### src/cod_pkg.sv
package cod_pkg;

  typedef enum logic [4:0] {
    OP_NONE, OP_REG_TRANSFER, OP_SEG_LOAD, OP_SEG_POP, OP_FAR_POINTER_LOAD_DATA_SEG,
    OP_TABLE_LOOKUP, OP_OUT_FIXED, OP_ADD, OP_OR, OP_ADD_CARRY, OP_MINUS_WITH_BORROW,
    OP_AND, OP_SUBTRACT, OP_XOR, OP_COMPARE_OP, OP_UNSIGNED_PRODUCT, OP_SIGNED_PRODUCT,
    OP_UNSIGNED_QUOTIENT, OP_SIGNED_QUOTIENT, OP_NEGATE, OP_INVERT, OP_BIT_TEST,
    OP_BCD_FIX_PRODUCT, OP_BCD_PREP_QUOTIENT, OP_SHIFT, OP_BLOCK_COMPARE, OP_BLOCK_SCAN,
    OP_PORT_BLOCK_INPUT, OP_EFFECTIVE_OFFSET_LOAD
  } cod_op_type;

  typedef enum logic [2:0] {
    SH_ROTATE_LEFT, SH_ROTATE_RIGHT, SH_CARRY_ROTATE_LEFT, SH_CARRY_ROTATE_RIGHT,
    SH_SHIFT_LEFT, SH_LOGICAL_SHIFT_RIGHT, SH_ARITH_SHIFT_RIGHT
  } cod_shift_type;

  typedef struct packed {
    logic          decValid;
    cod_op_type    op;
    cod_shift_type shiftKind;
    logic          wordOp;
    logic          regIsDest;
    logic          memOperand;
    logic          signExtImm;
    logic          modrmUsed;
    logic          plusShiftCount;
    logic          writesResult;
    logic          notHandled;
    logic [1:0]    immBytes;
    logic [7:0]    execClocks;
  } cod_state_type;

  // addressing byte fields
  localparam int         MOD_MSB      = 7;
  localparam int         MOD_LSB      = 6;
  localparam int         MID_MSB      = 5;
  localparam int         MID_LSB      = 3;
  localparam logic [1:0] MOD_REGISTER = 2'h3;
  localparam logic [1:0] SW_FULL_WORD = 2'h1;
  localparam logic [7:0] BCD_BASE     = 8'h0a;

  // execution clock counts
  localparam logic [7:0] CLK_XFER_REG       = 8'h02;
  localparam logic [7:0] CLK_XFER_MEM       = 8'h03;
  localparam logic [7:0] CLK_LOADREG_MEM    = 8'h05;
  localparam logic [7:0] CLK_SEGLD_REAL_REG = 8'h02;
  localparam logic [7:0] CLK_SEGLD_REAL_MEM = 8'h05;
  localparam logic [7:0] CLK_SEGLD_PROT_REG = 8'h11;
  localparam logic [7:0] CLK_SEGLD_PROT_MEM = 8'h13;
  localparam logic [7:0] CLK_SEGPOP_REAL    = 8'h05;
  localparam logic [7:0] CLK_SEGPOP_PROT    = 8'h14;
  localparam logic [7:0] CLK_FARLD_REAL     = 8'h07;
  localparam logic [7:0] CLK_FARLD_PROT     = 8'h15;
  localparam logic [7:0] CLK_LOOKUP         = 8'h05;
  localparam logic [7:0] CLK_OUT_FIXED      = 8'h03;
  localparam logic [7:0] CLK_ALU_REG        = 8'h02;
  localparam logic [7:0] CLK_ALU_MEM        = 8'h07;
  localparam logic [7:0] CLK_IMM_REG        = 8'h03;
  localparam logic [7:0] CLK_IMM_MEM        = 8'h07;
  localparam logic [7:0] CLK_CMP_TEST_MEM   = 8'h06;
  localparam logic [7:0] CLK_MUL_REG_BYTE   = 8'h0d;
  localparam logic [7:0] CLK_MUL_REG_WORD   = 8'h15;
  localparam logic [7:0] CLK_MUL_MEM_BYTE   = 8'h10;
  localparam logic [7:0] CLK_MUL_MEM_WORD   = 8'h18;
  localparam logic [7:0] CLK_DIV_REG_BYTE   = 8'h0e;
  localparam logic [7:0] CLK_DIV_REG_WORD   = 8'h16;
  localparam logic [7:0] CLK_DIV_MEM_BYTE   = 8'h11;
  localparam logic [7:0] CLK_DIV_MEM_WORD   = 8'h19;
  localparam logic [7:0] CLK_SIGNED_QUOTIENT_REG_BYTE  = 8'h11;
  localparam logic [7:0] CLK_SIGNED_QUOTIENT_REG_WORD  = 8'h19;
  localparam logic [7:0] CLK_SIGNED_QUOTIENT_MEM_BYTE  = 8'h14;
  localparam logic [7:0] CLK_SIGNED_QUOTIENT_MEM_WORD  = 8'h1c;
  localparam logic [7:0] CLK_IMULIMM_REG    = 8'h15;
  localparam logic [7:0] CLK_IMULIMM_MEM    = 8'h18;
  localparam logic [7:0] CLK_BCD_FIX        = 8'h10;
  localparam logic [7:0] CLK_BCD_PREP       = 8'h0e;
  localparam logic [7:0] CLK_SHIFT1_REG     = 8'h02;
  localparam logic [7:0] CLK_SHIFT1_MEM     = 8'h07;
  localparam logic [7:0] CLK_SHIFTN_REG     = 8'h05;
  localparam logic [7:0] CLK_SHIFTN_MEM     = 8'h08;
  localparam logic [7:0] CLK_BLOCK_COMPARE  = 8'h08;
  localparam logic [7:0] CLK_BLOCK_SCAN     = 8'h07;
  localparam logic [7:0] CLK_PORT_BLOCK_IN  = 8'h05;
  localparam logic [7:0] CLK_EA_LOAD        = 8'h03;

endpackage
### src/cod_decode.sv
`timescale 1ns/1ns
`default_nettype none
module cod_decode (
  input  wire logic                   sys_clk,
  input  wire logic                   reset,
  input  wire logic                   clkEn,
  input  wire logic                   instValid,
  input  wire logic                   protMode,
  input  wire logic [7:0]             opcodeByte,
  input  wire logic [7:0]             modrmByte,
  output logic                        decValid,
  output cod_pkg::cod_op_type         decOp,
  output cod_pkg::cod_shift_type      shiftKind,
  output logic                        wordOp,
  output logic                        regIsDest,
  output logic                        memOperand,
  output logic                        signExtImm,
  output logic                        modrmUsed,
  output logic                        plusShiftCount,
  output logic                        writesResult,
  output logic                        notHandled,
  output logic [1:0]                  immBytes,
  output logic [7:0]                  execClocks
);
  import cod_pkg::*;

  cod_state_type s;
  cod_state_type next_s;
  logic          isMem;
  logic [2:0]    mid;

  assign isMem = (modrmByte[MOD_MSB:MOD_LSB] != MOD_REGISTER);
  assign mid   = modrmByte[MID_MSB:MID_LSB];

  function automatic logic [7:0] pick(input logic m, input logic [7:0] r, input logic [7:0] x);
    return m ? x : r;
  endfunction

  always_comb begin
    next_s = s;
    if (clkEn) begin
      next_s                = '0;
      next_s.decValid       = instValid;
      next_s.op             = OP_NONE;
      next_s.shiftKind      = SH_ROTATE_LEFT;
      next_s.wordOp         = opcodeByte[0];
      next_s.writesResult   = 1'b1;
      unique case (opcodeByte)
        8'h88, 8'h89: begin
          next_s.op         = OP_REG_TRANSFER;
          next_s.modrmUsed  = 1'b1;
          next_s.regIsDest  = opcodeByte[1];
          next_s.execClocks = pick(isMem, CLK_XFER_REG, CLK_XFER_MEM);
        end
        8'h8a, 8'h8b: begin
          next_s.op         = OP_REG_TRANSFER;
          next_s.modrmUsed  = 1'b1;
          next_s.regIsDest  = opcodeByte[1];
          next_s.execClocks = pick(isMem, CLK_XFER_REG, CLK_LOADREG_MEM);
        end
        8'h8e: begin
          next_s.op         = OP_SEG_LOAD;
          next_s.modrmUsed  = 1'b1;
          next_s.wordOp     = 1'b1;
          next_s.regIsDest  = 1'b1;
          next_s.execClocks = protMode ? pick(isMem, CLK_SEGLD_PROT_REG, CLK_SEGLD_PROT_MEM)
                                       : pick(isMem, CLK_SEGLD_REAL_REG, CLK_SEGLD_REAL_MEM);
        end
        // reg field 01 (0x0f) is left to the default arm
        8'h07, 8'h17, 8'h1f: begin
          next_s.op         = OP_SEG_POP;
          next_s.wordOp     = 1'b1;
          next_s.execClocks = protMode ? CLK_SEGPOP_PROT : CLK_SEGPOP_REAL;
        end
        8'hc5: begin
          next_s.op         = OP_FAR_POINTER_LOAD_DATA_SEG;
          next_s.modrmUsed  = 1'b1;
          next_s.wordOp     = 1'b1;
          next_s.regIsDest  = 1'b1;
          next_s.notHandled = !isMem;
          next_s.execClocks = protMode ? CLK_FARLD_PROT : CLK_FARLD_REAL;
        end
        8'hd7: begin
          next_s.op         = OP_TABLE_LOOKUP;
          next_s.wordOp     = 1'b0;
          next_s.execClocks = CLK_LOOKUP;
        end
        8'he6, 8'he7: begin
          next_s.op           = OP_OUT_FIXED;
          next_s.immBytes     = 2'h1;
          next_s.writesResult = 1'b0;
          next_s.execClocks   = CLK_OUT_FIXED;
        end
        8'h10, 8'h11, 8'h12, 8'h13, 8'h18, 8'h19, 8'h1a, 8'h1b,
        8'h28, 8'h29, 8'h2a, 8'h2b: begin
          unique case (opcodeByte[5:3])
            3'h2:    next_s.op = OP_ADD_CARRY;
            3'h3:    next_s.op = OP_MINUS_WITH_BORROW;
            default: next_s.op = OP_SUBTRACT;
          endcase
          next_s.modrmUsed  = 1'b1;
          next_s.regIsDest  = opcodeByte[1];
          next_s.execClocks = pick(isMem, CLK_ALU_REG, CLK_ALU_MEM);
        end
        8'h80, 8'h81, 8'h82, 8'h83: begin
          unique case (mid)
            3'h0: next_s.op = OP_ADD;
            3'h1: next_s.op = OP_OR;
            3'h2: next_s.op = OP_ADD_CARRY;
            3'h3: next_s.op = OP_MINUS_WITH_BORROW;
            3'h4: next_s.op = OP_AND;
            3'h5: next_s.op = OP_SUBTRACT;
            3'h6: next_s.op = OP_XOR;
            3'h7: next_s.op = OP_COMPARE_OP;
          endcase
          next_s.modrmUsed    = 1'b1;
          next_s.immBytes     = (opcodeByte[1:0] == SW_FULL_WORD) ? 2'h2 : 2'h1;
          next_s.signExtImm   = opcodeByte[1] & opcodeByte[0];
          next_s.writesResult = (mid != 3'h7);
          next_s.execClocks   = (mid == 3'h7) ? pick(isMem, CLK_IMM_REG, CLK_CMP_TEST_MEM)
                                              : pick(isMem, CLK_IMM_REG, CLK_IMM_MEM);
        end
        8'hf6, 8'hf7: begin
          next_s.modrmUsed = 1'b1;
          unique case (mid)
            3'h0: begin
              next_s.op           = OP_BIT_TEST;
              next_s.writesResult = 1'b0;
              next_s.immBytes     = opcodeByte[0] ? 2'h2 : 2'h1;
              next_s.execClocks   = pick(isMem, CLK_IMM_REG, CLK_CMP_TEST_MEM);
            end
            3'h1: next_s.notHandled = 1'b1;
            3'h2: begin
              next_s.op         = OP_INVERT;
              next_s.execClocks = pick(isMem, CLK_ALU_REG, CLK_ALU_MEM);
            end
            3'h3: begin
              next_s.op         = OP_NEGATE;
              next_s.execClocks = pick(isMem, CLK_ALU_REG, CLK_ALU_MEM);
            end
            3'h4, 3'h5: begin
              next_s.op         = (mid == 3'h4) ? OP_UNSIGNED_PRODUCT : OP_SIGNED_PRODUCT;
              next_s.execClocks = opcodeByte[0] ? pick(isMem, CLK_MUL_REG_WORD, CLK_MUL_MEM_WORD)
                                                : pick(isMem, CLK_MUL_REG_BYTE, CLK_MUL_MEM_BYTE);
            end
            3'h6: begin
              next_s.op         = OP_UNSIGNED_QUOTIENT;
              next_s.execClocks = opcodeByte[0] ? pick(isMem, CLK_DIV_REG_WORD, CLK_DIV_MEM_WORD)
                                                : pick(isMem, CLK_DIV_REG_BYTE, CLK_DIV_MEM_BYTE);
            end
            3'h7: begin
              next_s.op         = OP_SIGNED_QUOTIENT;
              next_s.execClocks = opcodeByte[0] ? pick(isMem, CLK_SIGNED_QUOTIENT_REG_WORD, CLK_SIGNED_QUOTIENT_MEM_WORD)
                                                : pick(isMem, CLK_SIGNED_QUOTIENT_REG_BYTE, CLK_SIGNED_QUOTIENT_MEM_BYTE);
            end
          endcase
        end
        8'h69, 8'h6b: begin
          next_s.op         = OP_SIGNED_PRODUCT;
          next_s.modrmUsed  = 1'b1;
          next_s.regIsDest  = 1'b1;
          next_s.signExtImm = opcodeByte[1];
          next_s.immBytes   = opcodeByte[1] ? 2'h1 : 2'h2;
          next_s.execClocks = pick(isMem, CLK_IMULIMM_REG, CLK_IMULIMM_MEM);
        end
        // second byte sits in the addressing byte slot and carries the base
        8'hd4, 8'hd5: begin
          next_s.op         = opcodeByte[0] ? OP_BCD_PREP_QUOTIENT : OP_BCD_FIX_PRODUCT;
          next_s.wordOp     = 1'b0;
          next_s.immBytes   = 2'h1;
          next_s.notHandled = (modrmByte != BCD_BASE);
          next_s.execClocks = opcodeByte[0] ? CLK_BCD_PREP : CLK_BCD_FIX;
        end
        8'hd0, 8'hd1, 8'hd2, 8'hd3, 8'hc0, 8'hc1: begin
          next_s.op        = OP_SHIFT;
          next_s.modrmUsed = 1'b1;
          unique case (mid)
            3'h0: next_s.shiftKind = SH_ROTATE_LEFT;
            3'h1: next_s.shiftKind = SH_ROTATE_RIGHT;
            3'h2: next_s.shiftKind = SH_CARRY_ROTATE_LEFT;
            3'h3: next_s.shiftKind = SH_CARRY_ROTATE_RIGHT;
            3'h4: next_s.shiftKind = SH_SHIFT_LEFT;
            3'h5: next_s.shiftKind = SH_LOGICAL_SHIFT_RIGHT;
            3'h6: next_s.notHandled = 1'b1;
            3'h7: next_s.shiftKind = SH_ARITH_SHIFT_RIGHT;
          endcase
          // count-dependent forms report the base only; the unit adds one per bit shifted
          next_s.plusShiftCount = !(opcodeByte[7:1] == 7'h68);
          next_s.immBytes       = (opcodeByte[7:1] == 7'h60) ? 2'h1 : 2'h0;
          next_s.execClocks     = (opcodeByte[7:1] == 7'h68) ? pick(isMem, CLK_SHIFT1_REG, CLK_SHIFT1_MEM)
                                                             : pick(isMem, CLK_SHIFTN_REG, CLK_SHIFTN_MEM);
        end
        8'h84, 8'h85: begin
          next_s.op           = OP_BIT_TEST;
          next_s.modrmUsed    = 1'b1;
          next_s.writesResult = 1'b0;
          next_s.execClocks   = pick(isMem, CLK_ALU_REG, CLK_CMP_TEST_MEM);
        end
        8'ha6, 8'ha7: begin
          next_s.op           = OP_BLOCK_COMPARE;
          next_s.writesResult = 1'b0;
          next_s.execClocks   = CLK_BLOCK_COMPARE;
        end
        8'hae, 8'haf: begin
          next_s.op           = OP_BLOCK_SCAN;
          next_s.writesResult = 1'b0;
          next_s.execClocks   = CLK_BLOCK_SCAN;
        end
        8'h6c, 8'h6d: begin
          next_s.op         = OP_PORT_BLOCK_INPUT;
          next_s.execClocks = CLK_PORT_BLOCK_IN;
        end
        8'h8d: begin
          next_s.op         = OP_EFFECTIVE_OFFSET_LOAD;
          next_s.wordOp     = 1'b1;
          next_s.regIsDest  = 1'b1;
          next_s.notHandled = !isMem; // a register source has no address to take
          next_s.execClocks = CLK_EA_LOAD;
        end
        default: next_s.notHandled = 1'b1;
      endcase
      // address-only load never touches the operand
      next_s.memOperand = next_s.modrmUsed && isMem && (next_s.op != OP_EFFECTIVE_OFFSET_LOAD);
      if (next_s.notHandled || !instValid) begin
        next_s.op             = OP_NONE;
        next_s.shiftKind      = SH_ROTATE_LEFT;
        next_s.execClocks     = 8'h00;
        next_s.immBytes       = 2'h0;
        next_s.memOperand     = 1'b0;
        next_s.plusShiftCount = 1'b0;
        next_s.notHandled     = next_s.notHandled && instValid;
      end
    end
  end

  always_ff @(posedge sys_clk or posedge reset) begin
    if (reset) begin
      s <= '0;
    end else begin
      s <= next_s;
    end
  end

  assign decValid       = s.decValid;
  assign decOp          = s.op;
  assign shiftKind      = s.shiftKind;
  assign wordOp         = s.wordOp;
  assign regIsDest      = s.regIsDest;
  assign memOperand     = s.memOperand;
  assign signExtImm     = s.signExtImm;
  assign modrmUsed      = s.modrmUsed;
  assign plusShiftCount = s.plusShiftCount;
  assign writesResult   = s.writesResult;
  assign notHandled     = s.notHandled;
  assign immBytes       = s.immBytes;
  assign execClocks     = s.execClocks;
endmodule // cod_decode
`default_nettype wire

### config.mk
export PLATFORM = sky130hd
export DESIGN_NAME = cod_decode
export DESIGN_NICKNAME = d
export VERILOG_FILES = /design/src/cod_pkg.sv /design/src/cod_decode.sv
export SDC_FILE = /design/constraint.sdc
export NUM_CORES = 1
export LEC_CHECK = 0
export BUFFER_PORTS_ARGS = -buffer_cell sky130_fd_sc_hd__buf_2
export CAP_MARGIN = 15
export CORE_ASPECT_RATIO = 1.2
export CORE_UTILIZATION = 43
export DETAILED_ROUTE_END_ITERATION = 8
export GPL_TIMING_DRIVEN = 1
export PLACE_DENSITY = 0.61
export SYNTH_ARGS = -nofsm -noshare
export SYNTH_HDL_FRONTEND = slang
export SYNTH_SLANG_ARGS = --single-unit
### constraint.sdc
create_clock -name sys_clk -period 1.04 [get_ports sys_clk]
set_input_delay 0.052 -clock sys_clk [delete_from_list [all_inputs] [get_ports sys_clk]]
set_output_delay 0.052 -clock sys_clk [all_outputs]
set_load 0.05 [all_outputs]
Word-level counts from Yosys, hierarchy flattened --
Memories as Yosys holds them, arrays and structs flattened. Cells that the tools add are included.
Cells by class: $mul 0, order comparisons 0, mux-type cells 55, eq/ne operators 65, bitwise logic cells 1, reduce and logical (&&, ||, !) cells 36, shift-type cells 0, div/mod/pow operators 0, $add $sub $neg 0
Operators with widths (count):
- equality test 8 bit (second input constant) | 30
- one-hot mux 8 bit (16 select lines) | 1
- one-hot mux 5 bit (17 select lines) | 1
- equality test 8 x 5 -> 1 bit (second input constant) | 10
- two-way mux 5 bit | 9
- one-hot mux 8 bit (5 select lines) | 1
- OR reduction 37 bit | 1
- OR reduction 34 bit | 1
- equality test 8 x 6 -> 1 bit (second input constant) | 4
- equality test 8 x 7 -> 1 bit (second input constant) | 4
- one-hot mux 5 bit (6 select lines) | 1
- OR reduction 2 bit | 13
- two-way mux 3 bit | 8
- two-way mux 8 bit | 3
- two-way mux 4 bit | 5
- one-hot mux 3 bit (6 select lines) | 1
- OR reduction 16 bit | 1
- equality test 7 bit (second input constant) | 2
- equality test 3 x 2 -> 1 bit (second input constant) | 4
- equality test 3 bit (second input constant) | 4
- two-way mux 1 bit | 12
- OR reduction 12 bit | 1
- OR reduction 3 bit | 4
- OR reduction 4 bit | 3
- other kinds (22) | 33
Storage, ports and cells: bits of input ports 21, latch bits 0, output and inout port bits 27, word-level logic and storage cells 171, memories kept 1, ROM bits 32, memory bits (writable) 0, flip-flop bits (word level) 27
Memory list:
- (no name shown) | depth 8, bits a word 4, read ports 1, clocked after Yosys merged registers in 0, wr ports 0, line cod_decode.sv:106 | unique case (mid)

Depth between registers and ports, before layout --
depth after elaboration 8, mapped depth 9

Least setup slack after synthesis --
OpenSTA, ideal clock, no wires.
path type input -> register, start input opcodeByte[3], end register s, in the netlist execClocks[2], arrival time 1.764 ns, path slack -0.845 ns, stages on the path 8, path buffers 2, path through buf_2 > buf_2 > nor4bb_1 > nand3_1 > ha_1 > a211oi_1 > nand4_1 > a32o_1
Between the ends: cells in the longest elaborated chain, start to end 6
RTL lines:
- from (decl) | line cod_decode.sv:9 | input wire logic [7:0] opcodeByte,
- equality test 8 bit, or another cell as far along | line cod_decode.sv:48 | unique case (opcodeByte)
- OR reduction 37 bit (no source line), or another cell as far along
- one-hot mux 1 bit (5 select lines) | line cod_decode.sv:48
- two-way mux 1 bit | line cod_decode.sv:41 | if (clkEn) begin
- logical OR 1 bit | line cod_decode.sv:224 | if (next_s.notHandled || !instValid) begin
- two-way mux 11 bit (*) | line cod_decode.sv:224
- to (signal assigned) | line cod_decode.sv:240 | s <= next_s;
- to (decl) | line cod_decode.sv:27 | cod_state_type s;
Mark *: on every way between the ends. The rest lies on a longest branch, timed or not. The select of a mux whose other input is x is not followed. A chain may end at the register's enable or synchronous reset.

Final worst setup path --
start input modrmByte[4], end register s, in the netlist execClocks[0]
Between the ends: cells in the longest elaborated chain, start to end 6
RTL lines:
- from (decl) | line cod_decode.sv:10 | input wire logic [7:0] modrmByte,
- parallel branches: the longest is 5 deep, another holds one-hot mux 8 bit (16 select lines)
- two-way mux 11 bit (*) | line cod_decode.sv:224
Every way passes the cells marked *. The select of a mux whose other input is x is not followed.

==> results.yml <==
synth:
  syn-cell-area_um2: 2410
  syn-instance-count: 312
  yosysSeqAreaShare: 0.249
  synthArstFlopShare: 1.00
  synth.most_common_cell: "nand2_1"
  synth_ff_type: "dfrtp_1"
  synth-edff-count: 0
  ys_ff_latch: 24
  yosys-top-cells-area: "dfrtp_1, a21oi_1, ha_1, nand2_1, nor2_1"
  synth_top_area_frac: 0.249
  yosys.cell_types.count: 73
  synth_largest_area_cell: "dfrtp_1"
  synth_warnings: 0
  syn_area_per_cell_um2: 7.72
  synth_common_cells: "nand2_1, a21oi_1, nor2_1"
clock_tree:
  clock_latency_ns: 0.27
  htree_levels: 1
  cts_inserted_buffers: 3
  cts_buffer_depth: 2
  clk_pin_slew_worst_paths_ns: 0.08
  cts.sinks: 24
  cts-root-buf: "clkbuf_8"
  cts_tree: "done"
power_and_ir_drop:
  power.total_mw: 3.15
  p_leak_nw: 2.00
  power_per_cell_area_nw_per_um2: 712
  irDropWorstVdd_uv: 1030
run_status:
  outcome: "finished, violations left"
  violations: "negative setup slack"
route:
  via_per_inst: 6.27
  wl_per_cell_um: 20.7
  totalWireLength_um: 11100
  vias: 3371
  antenna_left: 0
  initialDrtViolationCount: 342
  first_pass_iters: 6
  drc_errors: 0
cells_and_area:
  diodes: 0
  fillers: 310
  post-route-util: 0.828
  multiInputGateArea_um2: 2100
  seq_area_um2: 601
  postLayoutCellArea_um2: 4420
  area_growth_pct: 83.3
  drive_gt1_frac: 0.555
  finalNetCount: 508
placed_design:
  numPortBuffers: 44
  gp_congestion: 1.07
  placed_area_um2: 3490
  hpwl_um: 7580
setup_path:
  critPathMaxStageDelay_ns: 0.33
  critPathCaptureType: "register"
  worstRegToRegCells: 2
  crit_chain: "buf_8 > buf_6 > inv_4 > buf_6 > ha_4 > o21a_1 > nor3_4 > o32ai_2 > nor4_2 > nand3_1 > a32o_1"
  crit_type: "in -> reg"
  cp-start-kind: "input pin"
  cp.buffers_inverters: 4
  cpMaxStageDelayCell: "nor4_2"
  crit_family: "simple AND/OR/NAND/NOR gates"
  critPathMaxFanout: 4
  r2r-end: "execClocks[4]"
  critPathRequiredTime_ns: 1.20
  r2r-start: "execClocks[4]"
  arrival_ns: 1.83
  r2r_slack_ns: 0.21
  cpMostUsedCell: "buf_6"
hold_path:
  hp-start: "instValid"
  hold_end: "execClocks[4]"
  whs_path_depth: 2
  min_path_type: "in -> reg"
timing:
  finalMaxSlewViolations: 0
  max-slew-margin-rel: 0.668
  setup_violations: 23
  fin_skew_ns: 0
  layout_worst_path_cycle_share: 1.60
  rsz0062_at_grt: "yes"
  min_period_ns: 1.67
  worst_pin_slew_ns: 0.494
  hold_violations: 0
  setup_ws_ns: -0.628
  fmax_ghz: 0.600
grt:
  grt_pass1_wl_um: 17300
  globalRouteTotalUtil: 0.374
  grt_max_degree: 25
  grt_antenna_before_repair: 0
  grt-ovfl-total: 0
  grt_pass1_vias: 3273
die:
  dieArea_um2: 5910
  start_util: 0.452
  die_h_um: 84.0
  die_width_um: 70.3
  io_pins: 48
  coreArea_um2: 5330
  placementRows: 29
run:
  max_cap_violations: 0
## kinds of logic after synthesis
group           count (synthesis)  share of synthesized area
fa+ha+maj                      10                     0.0519
simple gates                  132                      0.304
xor+xnor                        2                    0.00727
mux                             2                    0.00831
compound gates                 97                      0.296
other cells                     1                    0.00156
buf+inv                        44                     0.0816
flops                          24                      0.249
## sequential cells by signal, summed over array words and instances (netlist names)
register and cells:
shiftKind 3, wordOp 1, execClocks 5, regIsDest 1
writesResult 1, immBytes 2, decValid 1, notHandled 1
memOperand 1, plusShiftCount 1, signExtImm 1, modrmUsed 1
decOp 5
## power breakdown
group / switching [mW] / internal (mW) / leakage [nW] / total [mW]
Clock: 0.306 / 0.515 / 0.0357 / 0.822
Sequential: 0.0162 / 0.960 / 0.320 / 0.976
Combinational: 0.752 / 0.596 / 1.65 / 1.35
Total: 1.07 / 2.07 / 2.00 / 3.15
## layout make-up
class / count / area share
Sequential cell: 24 / 0.136
Clock inverter: 1 / 0.00680
Multi-Input combinational cell: 246 / 0.475
Clock buffer: 3 / 0.00935
Tap cell: 62 / 0.0176
Timing Repair Buffer: 186 / 0.340
Inverter: 16 / 0.0150
## worst reg2reg max path: stages, from the launching register on
cell	delay, ns
dfrtp_1	0.39
nor2b_1	0.14
a41o_1	0.20
## how the worst max path moves through the flow
stage                        from             to  slack (ns)  depth (start not counted)
floorplan            modrmByte[5]  execClocks[0]       -0.73                          8
global placement     modrmByte[4]       decOp[0]       -0.96                          8
detailed placement   modrmByte[4]    immBytes[1]       -1.03                          8
CTS                 opcodeByte[4]     memOperand       -0.54                          7
global route         modrmByte[4]  execClocks[0]       -0.68                         11
finish               modrmByte[4]  execClocks[0]       -0.63                         11
## layer usage
metal  routed length, um  up-vias  global-route usage
met5                   0        -                   0
met4                 784        0               0.202
met3                 691       76              0.0386
met2                5350      207               0.637
met1                4300     1587               0.458
li1                    -     1501                   -
## repair_timing
item                                   CTS  global route
endpoints found under the hold margin   24             0
hold buffers                             1             0
gates resized for setup                 84            39
pin swaps                               35            19
setup endpoints to repair               23            23
setup buffers                           27             8
gates cloned                             0             1
## cell usage in the layout (no fill, tap or decap), drive strengths merged, types with 3 or more instances in the layout
master,n
o32ai,5
buf,183
o41ai,3
a32o,3
nand2b,3
or3,5
a31oi,3
o211a,3
a211oi,4
ha,10
nand2,31
nor3,8
o211ai,3
conb,3
a22o,4
and2,3
a21oi,26
nand3b,4
o2bb2ai,4
o22ai,5
nand3,16
nor2,25
o21ai,10
o31ai,4
dfrtp,24
nor2b,8
nor4,8
nand4b,4
clkbuf,5
or4,3
inv,14
## metrics by stage
stage	setup WS [ns]	instances	setup TNS, ns	hold slack [ns]
6_report	-0.628	538	-10.49	0.139
5_1_grt	-0.676	538	-11.91	0.155
4_1_cts	-0.540	530	-9.62	0.133
3_5_place_dp	-1.03	502	-20.09	0.110
3_3_place_gp	-0.957	502	-19.13	0.103
2_1_floorplan	-0.728	314	-12.91	0.0666
(Power assumes the default switching activity.)
